### src/include/rx_flag_defs.svh
// Offsets, field positions, reset values, error count limits and clock rate for the receive flag block.
`ifndef RX_FLAG_DEFS_SVH
`define RX_FLAG_DEFS_SVH
`define RFS_OFFSET 8'h00
`define RIE_OFFSET 8'h04
`define CTL_OFFSET 8'h08
`define ERR_OFFSET 8'h0C
`define BIT_OFFSET 8'h10
`define RFS_RESET 8'h00
`define RIE_RESET 8'h00
`define CTL_RESET 8'h00
`define BIT_RESET 16'h0000
`define FLD_WAKEUP 7
`define FLD_STATUS 6
`define FLD_RECEIVER_STATE_SENSITIVITY_HI 5
`define FLD_RECEIVER_STATE_SENSITIVITY_LO 4
`define FLD_TRANSMITTER_STATE_SENSITIVITY_HI 3
`define FLD_TRANSMITTER_STATE_SENSITIVITY_LO 2
`define FLD_OVERRUN 1
`define FLD_RXFULL 0
`define CTL_INIT_REQ 0
`define CTL_WAKE_EN 1
`define CTL_SLEEP 2
`define WARN_LIMIT 9'd96
`define ERR_LIMIT 9'd127
`define BUSOFF_LIMIT 9'd255
`define CAN_CLK_MHZ 100
`endif

### src/include/rx_flag_pkg.sv
// Types shared by the receive flag block.
package rx_flag_pkg;
  typedef enum logic [1:0] {
    ST_OK,
    ST_WARN,
    ST_ERR,
    ST_BUSOFF
  } err_state_e;
  typedef struct packed {
    logic [4:0] addr;
    logic we;
    logic [3:0] sel;
    logic [31:0] data;
  } wb_req_s;
  typedef struct packed {
    logic bus_activity;
    logic frame_ok;
    logic overrun;
    logic [8:0] rx_err_count;
    logic [8:0] tx_err_count;
  } can_event_s;
endpackage

### src/hdl/err_state_decode.sv
// Maps an error count to its two-bit state code.
module err_state_decode
  import rx_flag_pkg::*;
#(
  parameter bit IS_RX = 1'b1
) (
  input wire logic [8:0] own_count_in, // Error count of this direction.
  input wire logic [8:0] tx_count_in, // Transmit error count, decides bus-off.
  output err_state_e state_out // Decoded state.
);
`include "rx_flag_defs.svh"
  // Bus-off comes first so the receiver also shows it; on leaving it, each side takes the state of its own count.
  always_comb begin
    if (tx_count_in > `BUSOFF_LIMIT) begin
      state_out = ST_BUSOFF;
    end else if (own_count_in > `ERR_LIMIT) begin
      state_out = ST_ERR;
    end else if (own_count_in > `WARN_LIMIT) begin
      state_out = ST_WARN;
    end else begin
      state_out = ST_OK;
    end
    if (!IS_RX && state_out == ST_BUSOFF) begin
      state_out = ST_BUSOFF;
    end
  end
endmodule // err_state_decode

### src/hdl/state_change_detect.sv
// Decides whether a state change matters under a two-bit sensitivity.
module state_change_detect
  import rx_flag_pkg::*;
(
  input wire logic [1:0] sens_in, // Sensitivity setting.
  input wire err_state_e old_in, // Shown state.
  input wire err_state_e new_in, // Actual state.
  output logic hit_out // Change raises the status flag.
);
  logic busoff_edge;
  logic err_edge;
  // Entry or exit of a class is seen by comparing membership before and after.
  always_comb begin
    busoff_edge = (old_in == ST_BUSOFF) != (new_in == ST_BUSOFF);
    err_edge = (old_in >= ST_ERR) != (new_in >= ST_ERR);
    case (sens_in)
      2'h1: hit_out = busoff_edge;
      2'h2: hit_out = busoff_edge || err_edge;
      2'h3: hit_out = old_in != new_in;
      default: hit_out = 1'b0;
    endcase
  end
endmodule // state_change_detect

### src/hdl/rx_flag_status.sv
// Receive flag and status register block with a classic Wishbone slave.
module rx_flag_status
  import rx_flag_pkg::*;
(
  input wire logic clk_in, // CAN clock, 100 MHz.
  input wire logic rst_in, // Asynchronous reset, active high.
  input wire logic wb_cyc_in, // Wishbone cycle.
  input wire logic wb_stb_in, // Wishbone strobe.
  input wire logic wb_we_in, // Wishbone write enable.
  input wire logic [4:0] wb_adr_in, // Wishbone byte address.
  input wire logic [3:0] wb_sel_in, // Wishbone byte selects.
  input wire logic [31:0] wb_dat_in, // Wishbone write data.
  output logic [31:0] wb_dat_out, // Wishbone read data.
  output logic wb_ack_out, // Wishbone acknowledge.
  input wire logic init_acknowledge_in, // Controller has entered init mode.
  input wire logic bus_activity_in, // Activity seen on the CAN bus pin.
  input wire logic frame_ok_in, // Level: good frame waits at the FIFO head.
  input wire logic overrun_in, // Pulse: receive data overrun.
  input wire logic [8:0] rx_err_count_in, // Receive error counter.
  input wire logic [8:0] tx_err_count_in, // Transmit error counter.
  output logic shift_fg_out, // Pulse: move FIFO head into foreground buffer.
  output logic init_request_out, // Init mode request bit.
  output logic sleep_request_out, // Sleep mode request bit.
  output logic [31:0] bit_time_ns_out, // Nominal bit time in ns.
  output logic wakeup_irq_out, // Wake-up interrupt request.
  output logic error_irq_out, // Error interrupt request.
  output logic receive_irq_out // Receive interrupt request.
);
`include "rx_flag_defs.svh"

  // ****************************************
  // Input synchronisers and request decode
  // ****************************************
  logic act_meta_reg;
  logic act_sync_reg;
  wb_req_s req;
  can_event_s evt;
  logic wb_hit;
  logic wr_en;
  logic in_init;
  logic out_init;

  // The bus pin is asynchronous, so two flops come before any use.
  always_ff @(posedge clk_in or posedge rst_in) begin
    if (rst_in) begin
      act_meta_reg <= 1'b0;
      act_sync_reg <= 1'b0;
    end else begin
      act_meta_reg <= bus_activity_in;
      act_sync_reg <= act_meta_reg;
    end
  end

  // Group bus and link inputs for readability.
  always_comb begin
    req = '{addr: wb_adr_in, we: wb_we_in, sel: wb_sel_in, data: wb_dat_in};
    evt = '{bus_activity: act_sync_reg, frame_ok: frame_ok_in, overrun: overrun_in,
            rx_err_count: rx_err_count_in, tx_err_count: tx_err_count_in};
  end

  // A write lands once, in the cycle the ack is raised.
  assign wb_hit = wb_cyc_in && wb_stb_in && !wb_ack_out;
  assign wr_en = wb_hit && req.we && req.sel[0];
  assign in_init = init_request_out && init_acknowledge_in;
  assign out_init = !init_request_out && !init_acknowledge_in;

  // ****************************************
  // Control registers
  // ****************************************
  logic [7:0] ctl_reg;
  logic [7:0] rie_reg;
  logic [15:0] bit_reg;

  // Control holds init request, wake-up enable and sleep request.
  always_ff @(posedge clk_in or posedge rst_in) begin
    if (rst_in) begin
      ctl_reg <= `CTL_RESET;
    end else if (wr_en && req.addr == `CTL_OFFSET) begin
      ctl_reg <= req.data[7:0];
    end
  end
  assign init_request_out = ctl_reg[`CTL_INIT_REQ];
  assign sleep_request_out = ctl_reg[`CTL_SLEEP];

  // The enable register is also held in reset during init mode.
  always_ff @(posedge clk_in or posedge rst_in) begin
    if (rst_in) begin
      rie_reg <= `RIE_RESET;
    end else if (in_init) begin
      rie_reg <= `RIE_RESET;
    end else if (wr_en && out_init && req.addr == `RIE_OFFSET) begin
      rie_reg <= req.data[7:0];
    end
  end

  // Bit timing may only change in init mode: [15:10] prescaler, [6:4] seg2, [3:0] seg1.
  always_ff @(posedge clk_in or posedge rst_in) begin
    if (rst_in) begin
      bit_reg <= `BIT_RESET;
    end else if (wr_en && in_init && req.addr == `BIT_OFFSET) begin
      bit_reg <= req.data[15:0];
    end
  end

  // ****************************************
  // Bit time
  // ****************************************
  logic [6:0] prescale;
  logic [5:0] quanta;
  // Fields are stored minus one, so each adds one back.
  always_comb begin
    prescale = 7'(bit_reg[15:10]) + 7'd1;
    quanta = 6'd1 + 6'(bit_reg[3:0]) + 6'd1 + 6'(bit_reg[6:4]) + 6'd1;
  end
  // Registered to keep the multiply off the output path.
  always_ff @(posedge clk_in or posedge rst_in) begin
    if (rst_in) begin
      bit_time_ns_out <= 32'h0;
    end else begin
      bit_time_ns_out <= 32'((prescale * quanta * 1000) / `CAN_CLK_MHZ);
    end
  end

  // ****************************************
  // Error states
  // ****************************************
  err_state_e rx_actual;
  err_state_e tx_actual;
  err_state_e rx_shown_reg;
  err_state_e tx_shown_reg;
  logic rx_hit;
  logic tx_hit;

  err_state_decode #(.IS_RX(1'b1)) u_rx_decode (
    .own_count_in(evt.rx_err_count),
    .tx_count_in(evt.tx_err_count),
    .state_out(rx_actual)
  );
  err_state_decode #(.IS_RX(1'b0)) u_tx_decode (
    .own_count_in(evt.tx_err_count),
    .tx_count_in(evt.tx_err_count),
    .state_out(tx_actual)
  );
  state_change_detect u_rx_change (
    .sens_in(rie_reg[`FLD_RECEIVER_STATE_SENSITIVITY_HI:`FLD_RECEIVER_STATE_SENSITIVITY_LO]),
    .old_in(rx_shown_reg),
    .new_in(rx_actual),
    .hit_out(rx_hit)
  );
  state_change_detect u_tx_change (
    .sens_in(rie_reg[`FLD_TRANSMITTER_STATE_SENSITIVITY_HI:`FLD_TRANSMITTER_STATE_SENSITIVITY_LO]),
    .old_in(tx_shown_reg),
    .new_in(tx_actual),
    .hit_out(tx_hit)
  );

  // ****************************************
  // Flags
  // ****************************************
  logic wakeup_flag_reg;
  logic status_change_flag_reg;
  logic overrun_flag_reg;
  logic rx_buffer_full_flag_reg;
  logic flag_clr;
  logic [7:0] clr_bits;

  // Clears only count outside init and on a one.
  assign flag_clr = wr_en && out_init && req.addr == `RFS_OFFSET;
  assign clr_bits = flag_clr ? req.data[7:0] : 8'h00;

  // Shown states freeze while a status change is pending, so they keep
  // describing the change that raised the flag; init mode does not touch them.
  always_ff @(posedge clk_in or posedge rst_in) begin
    if (rst_in) begin
      rx_shown_reg <= ST_OK;
      tx_shown_reg <= ST_OK;
    end else if (!status_change_flag_reg) begin
      rx_shown_reg <= rx_actual;
      tx_shown_reg <= tx_actual;
    end
  end

  // Wake-up: the set wins over a clear, and a clear only holds once activity, sleep request or wake-up enable is gone.
  always_ff @(posedge clk_in or posedge rst_in) begin
    if (rst_in) begin
      wakeup_flag_reg <= 1'b0;
    end else if (in_init) begin
      wakeup_flag_reg <= 1'b0;
    end else if (evt.bus_activity && sleep_request_out && ctl_reg[`CTL_WAKE_EN]) begin
      wakeup_flag_reg <= 1'b1;
    end else if (clr_bits[`FLD_WAKEUP]) begin
      wakeup_flag_reg <= 1'b0;
    end
  end

  // Status change is raised only while no earlier one is pending.
  always_ff @(posedge clk_in or posedge rst_in) begin
    if (rst_in) begin
      status_change_flag_reg <= 1'b0;
    end else if (in_init) begin
      status_change_flag_reg <= 1'b0;
    end else if (!status_change_flag_reg && (rx_hit || tx_hit)) begin
      status_change_flag_reg <= 1'b1;
    end else if (clr_bits[`FLD_STATUS]) begin
      status_change_flag_reg <= 1'b0;
    end
  end

  // Overrun flag.
  always_ff @(posedge clk_in or posedge rst_in) begin
    if (rst_in) begin
      overrun_flag_reg <= 1'b0;
    end else if (in_init) begin
      overrun_flag_reg <= 1'b0;
    end else if (evt.overrun) begin
      overrun_flag_reg <= 1'b1;
    end else if (clr_bits[`FLD_OVERRUN]) begin
      overrun_flag_reg <= 1'b0;
    end
  end

  // A good frame is shifted only while the foreground is free; the
  // shift itself sets the full flag, so a clear cannot race it.
  assign shift_fg_out = evt.frame_ok && !rx_buffer_full_flag_reg && !in_init;
  always_ff @(posedge clk_in or posedge rst_in) begin
    if (rst_in) begin
      rx_buffer_full_flag_reg <= 1'b0;
    end else if (in_init) begin
      rx_buffer_full_flag_reg <= 1'b0;
    end else if (shift_fg_out) begin
      rx_buffer_full_flag_reg <= 1'b1;
    end else if (clr_bits[`FLD_RXFULL]) begin
      rx_buffer_full_flag_reg <= 1'b0;
    end
  end

  // ****************************************
  // Interrupt requests
  // ****************************************
  // Requests are levels that stay up while flag and enable are both set.
  always_comb begin
    wakeup_irq_out = wakeup_flag_reg && rie_reg[`FLD_WAKEUP];
    error_irq_out = (status_change_flag_reg && rie_reg[`FLD_STATUS]) ||
                    (overrun_flag_reg && rie_reg[`FLD_OVERRUN]);
    receive_irq_out = rx_buffer_full_flag_reg && rie_reg[`FLD_RXFULL];
  end

  // ****************************************
  // Read data and acknowledge
  // ****************************************
  logic [7:0] flags_view;
  logic [31:0] rd_next;
  always_comb begin
    flags_view = {wakeup_flag_reg, status_change_flag_reg, rx_shown_reg, tx_shown_reg,
                  overrun_flag_reg, rx_buffer_full_flag_reg};
    case (req.addr)
      `RFS_OFFSET: rd_next = {24'h0, flags_view};
      `RIE_OFFSET: rd_next = {24'h0, rie_reg};
      `CTL_OFFSET: rd_next = {24'h0, ctl_reg[7:0]};
      `ERR_OFFSET: rd_next = {7'h0, evt.tx_err_count, 7'h0, evt.rx_err_count};
      `BIT_OFFSET: rd_next = {16'h0, bit_reg};
      default: rd_next = 32'h0;
    endcase
  end

  // One wait state: ack rises the cycle after the strobe, then drops.
  always_ff @(posedge clk_in or posedge rst_in) begin
    if (rst_in) begin
      wb_ack_out <= 1'b0;
      wb_dat_out <= 32'h0;
    end else begin
      wb_ack_out <= wb_hit;
      wb_dat_out <= wb_hit ? rd_next : 32'h0;
    end
  end
endmodule // rx_flag_status

### config.mk
export PLATFORM = sky130hd
export DESIGN_NAME = rx_flag_status
export DESIGN_NICKNAME = d
export VERILOG_FILES = /design/src/include/rx_flag_pkg.sv /design/src/hdl/err_state_decode.sv /design/src/hdl/state_change_detect.sv /design/src/hdl/rx_flag_status.sv
export VERILOG_INCLUDE_DIRS = /design/src /design/src/include
export SDC_FILE = /design/constraint.sdc
export NUM_CORES = 1
export LEC_CHECK = 0
export ABC_CLOCK_PERIOD_IN_PS = 19900
export BUFFER_PORTS_ARGS = -buffer_cell sky130_fd_sc_hd__buf_2
export CORE_MARGIN = 2
export CORE_UTILIZATION = 50
export CTS_CLUSTER_SIZE = 20
export DETAILED_ROUTE_END_ITERATION = 8
export HOLD_SLACK_MARGIN = 0.08
export PLACE_DENSITY = 0.77
export SLEW_MARGIN = 20
export SYNTH_ARGS = -nofsm -noshare
export SYNTH_HDL_FRONTEND = slang
export SYNTH_SLANG_ARGS = --single-unit
### constraint.sdc
create_clock -name clk_in -period 19.9 [get_ports clk_in]
set_clock_uncertainty 0.15 [all_clocks]
set_input_delay 2.985 -clock clk_in [delete_from_list [all_inputs] [get_ports clk_in]]
set_output_delay 2.985 -clock clk_in [all_outputs]
set_load 0.02 [all_outputs]
==> results of run 1 <==
through the flow:
step                      setup WS, ns  TNS [ns]
final                             1.13         0
after global routing            -0.110    -0.110
after CTS                        0.149         0
after detailed placement         0.276         0
after global placement           0.506         0
after floorplan                   2.37         0
layer usage:
| layer | part of all wire | up-vias |
|---|---|---|
| li1 | - | 4823 |
| met1 | 0.43 | 4916 |
| met2 | 0.49 | 393 |
| met3 | 0.058 | 41 |
| met4 | 0.015 | 0 |
| met5 | 0 | - |
worst max-delay path, delay by kind of cell, from the launching register on:
kind | cells | cell delay [ns]
AOI/OAI and AO/OA | 25 | 5.67
xor gates and xnor gates | 3 | 0.66
adders and majority gates | 13 | 5.33
buffers and inverters | 9 | 0.83
DFF | 1 | 0.36
muxes | 4 | 1.39
and+or+nand+nor | 16 | 4.28
layout by cell type (no fill, tap or decap), types with 10 or more instances in the layout:
| cell type | synthesis | layout |
|---|---|---|
| a21oi_1 | 76 | 74 |
| o211ai_1 | 13 | 13 |
| nor3_1 | 27 | 22 |
| a222oi_1 | 10 | 10 |
| conb_1 | 1 | 22 |
| nand2b_1 | 13 | 13 |
| nand4_1 | 15 | 15 |
| or3_1 | 10 | 10 |
| a31oi_1 | 13 | 11 |
| dfrtp_1 | 85 | 85 |
| buf_2 | 10 | 97 |
| fa_1 | 55 | 55 |
| and3_1 | 27 | 27 |
| a211o_1 | 10 | 10 |
| o21ai_1 | 13 | 13 |
| xor2_1 | 22 | 20 |
| mux2i_1 | 13 | 10 |
| nand2_1 | 99 | 98 |
| a211oi_1 | 23 | 18 |
| and2_1 | 20 | 18 |
| xnor2_1 | 38 | 34 |
| a21o_1 | 18 | 18 |
| inv_1 | 128 | 126 |
| a22oi_1 | 15 | 15 |
| nor2_1 | 80 | 80 |
| ha_1 | 82 | 80 |
| mux2_2 | 32 | 32 |
| o21ai_0 | 48 | 45 |
| nand3_1 | 48 | 47 |
| buf_4 | 23 | 28 |
area by class of cell:
class                      instances  share of cell area
clock inverter                     7             0.00549
tap                              280              0.0285
timing repair buffer             125              0.0566
inverter                         129              0.0395
multi-input combinational       1026               0.679
clock buffer                       9              0.0183
sequential                        85               0.173
power breakdown:
| group | leakage (nW) | switching (mW) | internal, mW |
|---|---|---|---|
| combinational | 4.59 | 0.375 | 0.260 |
| sequential | 1.12 | 0.0113 | 0.190 |
| clock | 0.133 | 0.0826 | 0.0876 |
worst min-delay path by stage:
| stage | cells after the start | start | slack [ns] | end |
|---|---|---|---|---|
| floorplan | 0 | act_meta_reg$_DFF_PP0_ | 0.18 | act_sync_reg$_DFF_PP0_ |
| global placement | 0 | act_meta_reg$_DFF_PP0_ | 0.18 | act_sync_reg$_DFF_PP0_ |
| detailed placement | 0 | act_meta_reg$_DFF_PP0_ | 0.19 | act_sync_reg$_DFF_PP0_ |
| CTS | 0 | act_meta_reg$_DFF_PP0_ | 0.20 | act_sync_reg$_DFF_PP0_ |
| global route | 0 | act_meta_reg$_DFF_PP0_ | 0.21 | act_sync_reg$_DFF_PP0_ |
| finish | 0 | act_meta_reg$_DFF_PP0_ | 0.20 | act_sync_reg$_DFF_PP0_ |
what timing repair did:
action	4_1_cts	5_1_grt
setup buffers	0	15
resized for setup	0	66
endpoints found under the setup margin	0	3
hold buffers	0	0
logic make-up (layout without fill, tap and decap cells):
kind of cell	after synthesis	after routing	synth area share
fa+ha+maj	138	138	0.196
other cells	1	22	0.000344
flops	85	85	0.195
mux	49	49	0.0518
buf+inv	192	270	0.0759
simple gates	390	390	0.181
compound gates	364	364	0.247
xor+xnor	63	63	0.0527
==> results.txt, run 1 <==
The number of warning messages in the yosys log is 0. The peak fanout along the critical path was 11. Endpoint of the worst setup timing path: bit_time_ns_out[0]$_DFF_PP0_. The worst-case IR drop observed on VDD is 97.5 uV. Class of the most critical hold timing path: reg -> reg. For the global-route wire length before repair, the log shows 43,400 microns. The logs give 10,900 sq um for the summed instance area of the synthesized netlist and 0.195 for the sequential area share after synthesis. The busiest layer in global routing was met2. With fillers left out, the area of the finished cells amounts to 12,300 sq um. Clock tree synthesis found a total of 85 sinks. After detailed routing, the number of vias per cell comes to 6.12. Buffers inserted during clock tree synthesis total 9. The maximum buffer depth of the clock tree is 2, and the logic depth of the worst register-to-register path is 70. The insertion delay to the later sink of the worst-skew pair came out at 0.35 ns.

Most common cell type on the critical path: inv_1. The run gives 0 as the number of antenna violations at the first check in global routing. In this run the critical register-to-register path is launched from bit_reg[5]$_DFFE_PP0P_.

The slowest library cell on the worst path was fa_1. The run gives 0.923 as the final weighted congestion in routability-driven placement. TritonCTS built the clock tree. The core box area was 21,600 sq um. Static timing analysis puts the maximum clock frequency at 53.3 MHz. The number of nets in the layout is 1,581, and the gate count of the mapped netlist is 1,282.

The async set-reset flop share out of synthesis was 1.00; the post-route fraction of the period consumed by the critical path was 0.943. The die width was 152 microns; the DRC violations left was 0. The final non-filler cell total is 1,661.

For this run the aggregate overflow at the end of global routing stands at 0. The prevailing post-synth register cell is dfrtp_1. The count of final setup violators is 0.

The placement-stage cell area was 11,600 sq um; the antenna diode count was 0. The multi-input combinational cells in the finished layout cover a total of 8350 sq um. For this design the top-level I/O count stands at 139. The register-to-register path setup slack is 1.13 ns, and the number of enable flip-flop cells after synthesis is 0. The overall global routing resource usage came out at 0.227.

STA classifies the critical path startpoint as a flip-flop. inv_1 is the most common cell in the netlist. The tools report the endpoint type of the worst setup path as a flip-flop. The final count of pins violating max slew is 0, and the average cell area after synthesis is 8.50 sq um. The met1 usage in global routing came out at 0.296. The floorplan step defined a die boundary enclosing 23,000 sq um. The synthesized netlist contains 109 unique library cells. After layout, the minimum clock period comes to 18.77 ns.

After layout, the design draws a total of 1.01 mW. During placement, the flow inserted port buffers numbering 97. The met2 routing resource usage after global routing was 0.397; the number of hold violations in the final report was 0.

At the worst endpoint, the required time is 19.99 ns. The register with the most flip-flops in the layout has 25 of them. The starting density of the core was 0.504. The via count was 10,200.

The share of cells above drive strength 1 was 0.199. The standard-cell row count was 54; the flip-flop and latch count after synthesis was 85. The critical path in this run is classified as reg -> reg. Hold timing on the final database bottoms out at a slack of 0.197 ns. The H-tree generated during clock tree synthesis spans 3 levels.

Clock-pin slew was measured on the worst setup and hold paths at 0.08 ns. The logs give 18.86 ns for the critical path arrival and 747 for the detailed router's first-iteration violation count. Share of Yosys cell area claimed by the top area cell type: 0.195.

Detailed placement finished with a half-perimeter wire length of 20,200 microns. Dividing total power by cell area gives a power density of 81.8 nW/um^2. Across the whole layout, storage elements account for 2130 sq um.

The run finished with clean final reports. After synthesis, the cell types taking the most area are dfrtp_1, fa_1, ha_1. The worst relative slew slack is 0.298, and the area added between synthesis and finish is 12.9%. The via count of the first global-routing pass is 9,249, and the die span in y is 152 microns. Utilization of the core after routing: 0.569. Tracing the worst setup path back leads to its startpoint at bit_reg[5]$_DFFE_PP0P_.

The largest net degree at the start of global routing is 73. The endpoint of the worst-slack reg-to-reg timing path is bit_time_ns_out[0]$_DFF_PP0_. In this run the static leakage power is 5.84 nW. Max-cap violations in this run came to 0. After synthesis, the most frequently instantiated cells are inv_1, nand2_1, dfrtp_1.

In the final routed layout, each cell accounts on average for 16.0 microns. After detailed routing, the total wire length is 26,500 microns. The tools report the global routing usage on met3 as 0.0263.

The largest total area in the synthesized netlist belongs to dfrtp_1. The critical path's largest stage delay works out to 0.60 ns. At the pin with the least slew margin, the transition time is 1.05 ns.

The number of fill cells in the layout came out at 1,942. Placed cell count: 1,630. The run gives 8 as the first-pass detailed-route iteration total.

Root buffer selected by CTS: clkbuf_16. The tools report the number of nets with antenna violations after detailed routing as 0.
Note: power is estimated with default switching activity, not from simulation.
==> run 2: changes to the inputs <==
- SETUP_SLACK_MARGIN: unset -> 0.2
- SYNTH_HIERARCHICAL: unset -> 1
==> run 2 against run 1 <==
Net effect:
- maximum frequency shrank 0.33%
- worst hold slack gained 0.016 ns
- first-iteration DRC count grew 2.0%
- utilization grew 0.72 points
- wire length grew 4.9%
- via count grew 1.7%
- flip-flop and latch count is the same
- synthesized cell count grew 1.1%
- non-clock buffer count grew 12
- power grew 35%
- register-to-register slack lost 0.06 ns
- sequential share of layout area shrank 0.43 points
- largest power group unchanged
==> results.txt, run 2 <==
The run finished with clean final reports. The placed cell count was 1,657 (+1.7%); the standard-cell row count was 54 (unchanged). The count of final setup violators was 0 (unchanged).

The distinct cell type count after synthesis is 119 (+9.2%). Number of flip-flops under the largest register name: 25 (unchanged). Leaving out fill and tap cells, the most frequent cells in the layout are inv_1, nand2_1, buf_2. The area added between synthesis and finish is 12.8% (about the same). The transition time of the tightest slew-check pin was 0.928 ns (-0.121 ns).

The number of cells traversed by the worst hold path works out to 0 (unchanged). Worst hold path endpoint: act_sync_reg$_DFF_PP0_. The placement-stage cell area is 11,900 sq um (+3.2%), and the final period demand of the worst path is 18.84 ns (+0.0630 ns). In this run the worst hold path is classified as reg -> reg.

The number of enable flip-flop cells after synthesis came out at 0 (unchanged). The run gives 0.37 ns (+0.02 ns) as the insertion delay to the later sink of the worst-skew pair. The logs give 0.362 ns (+0.0863 ns) for the setup slack after placement and 18.91 ns (+0.05 ns) for the critical path arrival.

The sequential area share after synthesis was 0.190 (-0.00492). The run gives 5 (-3) as the first-pass detailed-route iteration total. Met1 usage in global routing: 0.317 (+0.0205). The largest area contributor in the netlist is dfrtp_1.

The number of antenna violations at the first check in global routing came out at 0 (unchanged). The run gives 139 (unchanged) as the number of primary I/O pins. The final count of pins violating max slew came out at 0 (unchanged).

The logic depth of the worst register-to-register path came out at 71 (+1.4%). The number of levels the H-tree was split into was 3 (unchanged). The detailed-route wire length per cell was 16.5 microns (+3.1%); the timing-limited maximum frequency was 53.1 MHz (-0.33%). The die width works out to 154 microns (+1.2%).

The worst setup path is of the reg -> reg kind. The CTS clock-pin slew for the worst setup and hold paths works out to 0.08 ns (about the same). The DRC violations left is 0 (unchanged). The logs give 0.892 (-3.3%) for the final weighted congestion in routability-driven placement and 85 (unchanged) for the number of clock sinks. By count the netlist is led by inv_1, nand2_1, nor2_1. The die span in y works out to 154 microns (+1.2%). Setup repair after global routing left no endpoint under its margin.

Via count of the first global-routing pass: 9,746 (+5.4%). The run gives 6 (+6) as the number of warning messages in the yosys log. The run gives 0 (unchanged) as the max-capacitance violation count. The worst relative slew slack came out at 0.377 (+0.0789). The residual overflow from global routing was 0 (unchanged); the maximum buffer depth of the clock tree was 2 (unchanged).

The tools report the overall global routing resource usage as 0.233 (+0.00647). For the worst hold margin, the log shows 0.213 ns (+0.0158 ns). TritonCTS built the clock tree.

For the post-detailed-placement half-perimeter wirelength, the log shows 21,100 microns (+4.4%). The flip-flop and latch count after synthesis is 85 (unchanged), and the number of nets with antenna violations after detailed routing is 0 (unchanged). The global routing usage on met3 is 0.0268 (+0.000428), and the critical path's largest stage delay is 0.60 ns (about the same). The gate count of the mapped netlist was 1,296 (+1.1%). The run gives 9 (unchanged) as the total CTS buffers. The maximum VDD drop came out at 110 uV (+12%).

The share of cells above drive strength 1 was 0.209 (+0.00953); the average cell area after synthesis was 8.62 sq um (+1.5%). The async set-reset flop share out of synthesis was 1.00 (unchanged); the final worst-path setup slack was 1.06 ns (-0.0630 ns). The prevailing post-synth register cell is dfrtp_1.

The library cell used most frequently in the layout, excluding fill and tap cells, is inv_1. The slowest stage of the critical path belongs to the cell or4_4. The register-to-register path setup slack is 1.06 ns (-0.06 ns), and the final non-filler cell total is 1,690 (+1.7%). The peak fanout along the critical path was 7 (-4).

By instance count, the leading cell after synthesis is inv_1. The number of port buffers is 97 (unchanged). The post-route cell area came out at 12,600 sq um (+2.5%). Ranked by total cell area, the synthesized netlist is headed by dfrtp_1, fa_1, ha_1.

Met2 routing resource usage after global routing: 0.397 (about the same). The root buffer selected by CTS is clkbuf_16. The logs give 0.511 (+0.00664) for the starting density of the core and 21,900 sq um (+1.3%) for the core box area. The worst setup path is captured at a flip-flop. The endpoint identified for the worst register-to-register timing path is bit_time_ns_out[0]$_DFF_PP0_.

The post-route fraction of the period consumed by the critical path works out to 0.947 (+0.00317). The total negative slack for setup checks is 0 ns (unchanged). The data required time of the critical path came out at 19.98 ns (about the same). The cell that appears most often on the critical path is ha_1.

For the number of nets in the layout, the log shows 1,609 (+1.8%). Share of Yosys cell area claimed by the top area cell type: 0.190 (-0.00492). The run gives 10,300 (+1.7%) as the via count.

The worst register-to-register path begins at bit_reg[1]$_DFFE_PP0P_. The reported leakage power is 6.01 nW (+2.8%). The detailed router's first-iteration violation count came out at 762 (+2.0%). The kind of start point of the critical path is a flip-flop.

The ratio of total power to cell area was 107 nW/um^2 (+31%). Total die area: 23,600 sq um (+2.5%). The tools report the number of hold violations in the final report as 0 (unchanged). The worst hold path begins at act_meta_reg$_DFF_PP0_.

The tools report the largest net degree at the start of global routing as 57 (-22%). In this run the most used layer during global routing was met2. The utilization of the core after routing was 0.576 (+0.00715); the power consumption was 1.36 mW (+35%).

The run gives 11,200 sq um (+2.6%) as the summed instance area of the synthesized netlist. The routed wire length is 27,800 microns (+4.9%), and the post-detailed-route via-to-cell ratio is 6.12 (about the same). The global-route wire length before repair was 46,900 microns (+8.1%).
run 2: timing repair:
action                     in CTS  in global routing
setup buffers                   0                 16
hold buffers                    0                  0
setup endpoints to repair       0                  3
gates resized for setup         0                 50
run 2: critical path, delay by kind of cell (launching register included):
family / cells / cell delay (ns)
AOI/OAI and AO/OA: 29 / 6.26
muxes: 2 / 0.46
xor gates and xnor gates: 2 / 0.29
and+or+nand+nor: 18 / 5.49
adders and majority gates: 13 / 4.92
buffers and inverters: 7 / 0.64
DFF: 1 / 0.37
run 2: how the worst max path moves through the flow:
stage	from	end	slack, ns	cells past startpoint
after floorplan	bit_reg[1]$_DFFE_PP0P_	bit_time_ns_out[0]$_DFF_PP0_	2.40	72
final	bit_reg[1]$_DFFE_PP0P_	bit_time_ns_out[0]$_DFF_PP0_	1.06	71
after global routing	bit_reg[1]$_DFFE_PP0P_	bit_time_ns_out[0]$_DFF_PP0_	0.09	71
after CTS	bit_reg[1]$_DFFE_PP0P_	bit_time_ns_out[0]$_DFF_PP0_	0.26	69
after global placement	bit_reg[1]$_DFFE_PP0P_	bit_time_ns_out[0]$_DFF_PP0_	0.50	68
after detailed placement	bit_reg[1]$_DFFE_PP0P_	bit_time_ns_out[0]$_DFF_PP0_	0.36	69
run 2: final cells by class:
cell class / count / area [sq um]
Clock inverter: 7 / 57.6
Sequential cell: 85 / 2130
Fill cell: 1929 / 9280
Clock buffer: 9 / 225
Timing Repair Buffer: 137 / 786
Tap cell: 280 / 350
Antenna cell: 1 / 2.50
Multi-Input combinational cell: 1045 / 8590
Inverter: 126 / 477
run 2: kinds of logic after synthesis:
logic type / after synthesis / synth area share
buffers and inverters: 187 / 0.0728
multiplexers: 44 / 0.0434
AND/OR/NAND/NOR: 410 / 0.193
XOR/XNOR: 73 / 0.0592
AO/OA/AOI/OAI: 359 / 0.251
adder cells (fa/ha/maj): 137 / 0.190
other: 1 / 0.000336
flip-flops: 85 / 0.190
run 2: routing by layer:
metal | wire, microns | share of wire
met3 | 1650 | 0.059
met1 | 12200 | 0.44
met5 | 0 | 0
met2 | 13400 | 0.48
met4 | 586 | 0.021
run 2: where the power goes:
part / internal, mW / switching (mW) / total [mW]
sequential: 0.192 / 0.0110 / 0.203
combinational: 0.418 / 0.563 / 0.981
clock: 0.0866 / 0.0838 / 0.170
==> run 3: changes to the inputs <==
- PLACE_DENSITY: 0.77 -> unset
- PLACE_DENSITY_LB_ADDON: unset -> 0.08
==> run 3 against run 2 <==
Net effect:
- final area grew 0.31%
- worst hold slack gained 0.016 ns
- flip-flop and latch count is the same
- utilization grew 0.18 points
- sequential share of layout area shrank 0.052 points
- largest power group unchanged
==> results.txt, run 3 (same netlist as run 2, synthesis figures left out) <==
The insertion delay to the later sink of the worst-skew pair is 0.36 ns (about the same), and the total negative slack for setup checks is 0 ns (unchanged). The post-route fraction of the period consumed by the critical path was 0.938 (-0.00879). The starting density of the core is 0.511 (unchanged), and the placement-stage cell area is 12,100 sq um (+1.1%). The detailed-route wire length per cell was 16.3 microns (-0.94%); the total die area was 23,600 sq um (unchanged). Core box area: 21,900 sq um (unchanged). In this run the worst hold path is classified as reg -> reg. For the register-to-register path setup slack, the log shows 1.24 ns (+0.18 ns). The run finished with clean final reports. Antenna diode count: 0 (-1). The largest net degree at the start of global routing was 74 (+30%); the post-detailed-route via-to-cell ratio was 5.95 (-2.9%).

The peak fanout along the critical path works out to 10 (+3). Tracing the worst setup path back leads to its startpoint at bit_reg[1]$_DFFE_PP0P_. The root buffer selected by CTS is clkbuf_16. The endpoint type of the worst setup path is a flip-flop. The number of levels the H-tree was split into was 3 (unchanged). The startpoint of the worst-slack reg-to-reg timing path is bit_reg[1]$_DFFE_PP0P_. The total CTS buffers is 9 (unchanged). The global-route wire length before repair was 46,900 microns (about the same). The transition time of the tightest slew-check pin is 1.10 ns (+0.171 ns). TritonCTS built the clock tree. The logs give 0.262 (-0.115) for the worst relative slew slack and 0.846 (-5.2%) for the final weighted congestion in routability-driven placement. The logs give 18.72 ns (-0.19 ns) for the critical path arrival and 1 (+1) for the number of antenna violations at the first check in global routing. Endpoint of the worst-slack reg-to-reg timing path: bit_time_ns_out[0]$_DFF_PP0_. Maximum buffer depth of the clock tree: 2 (unchanged). The die span in y is 154 microns (unchanged). The logs give 0 (unchanged) for the final count of pins violating max slew and 53.6 MHz (+0.94%) for the timing-limited maximum frequency.

The ratio of total power to cell area is 106 nW/um^2 (-0.94%). The post-route cell area was 12,600 sq um (+0.31%); the first-pass detailed-route iteration total was 7 (+2). The largest individual stage delay along the critical path comes from the cell fa_1. The routed wire length was 27,800 microns (-0.24%).

The area added between synthesis and finish is 13.2%. The class of the most critical setup path was reg -> reg. The number of nets with antenna violations after detailed routing was 0 (unchanged).

STA classifies the critical path startpoint as a flip-flop. The number of primary I/O pins was 139 (unchanged). The overall global routing resource usage is 0.234 (+0.000281), and the count of final setup violators is 0 (unchanged).

The run gives 0 (unchanged) as the max-capacitance violation count. The number of flip-flops under the largest register name is 25 (unchanged). Share of cells above drive strength 1: 0.209 (about the same). The critical path's largest stage delay is 0.57 ns (-0.03 ns), and the logic depth of the worst register-to-register path is 71 (unchanged). DRC violations left: 0 (unchanged). The number of clock sinks was 85 (unchanged). Setup repair after global routing left no endpoint under its margin. The number of port buffers is 97 (unchanged). In the layout the commonest cells are inv_1, nand2_1, buf_2. The tools report the via count as 10,100 (-2.2%). The via count of the first global-routing pass is 9,667 (-0.81%). Leaving out fill and tap cells, the most frequent cell in the layout is inv_1. The final period demand of the worst path was 18.66 ns (-0.175 ns).

The tools report the count of hold buffers inserted by post-cts repair as 0 (unchanged). The residual overflow from global routing was 0 (unchanged); the number of nets in the layout was 1,622 (+0.81%). The die width is 154 microns (unchanged), and the power consumption is 1.35 mW (-0.64%). The CTS clock-pin slew for the worst setup and hold paths was 0.08 ns (about the same). The tools report the post-detailed-placement half-perimeter wirelength as 21,600 microns (+2.4%). The logs give 54 (unchanged) for the standard-cell row count and 0.229 ns (+0.0164 ns) for the worst hold margin.

The logs give 766 (+0.52%) for the detailed router's first-iteration violation count and 19.96 ns (-0.02 ns) for the data required time of the critical path. The maximum VDD drop came out at 124 uV (+13%). Endpoint of the worst setup timing path: bit_time_ns_out[0]$_DFF_PP0_. The tools report the number of hold violations in the final report as 0 (unchanged). The reported leakage power came out at 6.07 nW (+1.0%).
run 3: critical path: cells and delay by family (launching register included):
kind | cells | cell delay [ns]
adders and majority gates | 13 | 5.17
AOI/OAI and AO/OA | 28 | 6.77
DFF | 1 | 0.37
muxes | 2 | 0.53
buffers and inverters | 9 | 0.74
xor gates and xnor gates | 2 | 0.38
and+or+nand+nor | 17 | 4.36
run 3: power breakdown:
group / internal [mW] / switching, mW
registers: 0.192 / 0.0108
clock network: 0.0881 / 0.0895
logic: 0.422 / 0.544
total: 0.703 / 0.644
run 3: final cells by class:
type | count | area, sq um
Inverter | 126 | 479
Timing Repair Buffer | 150 | 883
Tap cell | 280 | 350
Clock buffer | 9 | 225
Fill cell | 2069 | 9240
Multi-Input combinational cell | 1045 | 8520
Sequential cell | 85 | 2130
Clock inverter | 7 | 68.8
run 3: routing by layer:
layer  share of wire  vias up  GRT usage
li1                -     4958          -
met1            0.46     4852      0.319
met2            0.49      295      0.407
met3           0.045       19     0.0194
met4          0.0088        0     0.0476
met5               0        -          0
run 3: worst min-delay path by stage:
stage / from / end / slack [ns] / cells after the start
6_report: act_meta_reg$_DFF_PP0_ / act_sync_reg$_DFF_PP0_ / 0.23 / 0
2_1_floorplan: act_meta_reg$_DFF_PP0_ / act_sync_reg$_DFF_PP0_ / 0.18 / 0
3_3_place_gp: act_meta_reg$_DFF_PP0_ / act_sync_reg$_DFF_PP0_ / 0.19 / 0
5_1_grt: act_meta_reg$_DFF_PP0_ / act_sync_reg$_DFF_PP0_ / 0.23 / 0
4_1_cts: act_meta_reg$_DFF_PP0_ / act_sync_reg$_DFF_PP0_ / 0.22 / 0
3_5_place_dp: act_meta_reg$_DFF_PP0_ / act_sync_reg$_DFF_PP0_ / 0.19 / 0
run 3: repair_timing:
item	CTS	global route
buffers inserted	0	11
setup endpoints to repair	0	2
resized for setup	0	40
run 3: per-stage QoR:
stage	worst slack, ns	std cells	util
CTS	0.489	1691	0.565
floorplan	2.40	1317	-
finish	1.24	1702	0.578
global route	0.166	1702	0.578
global placement	0.676	1675	0.552
detailed placement	0.525	1675	0.552
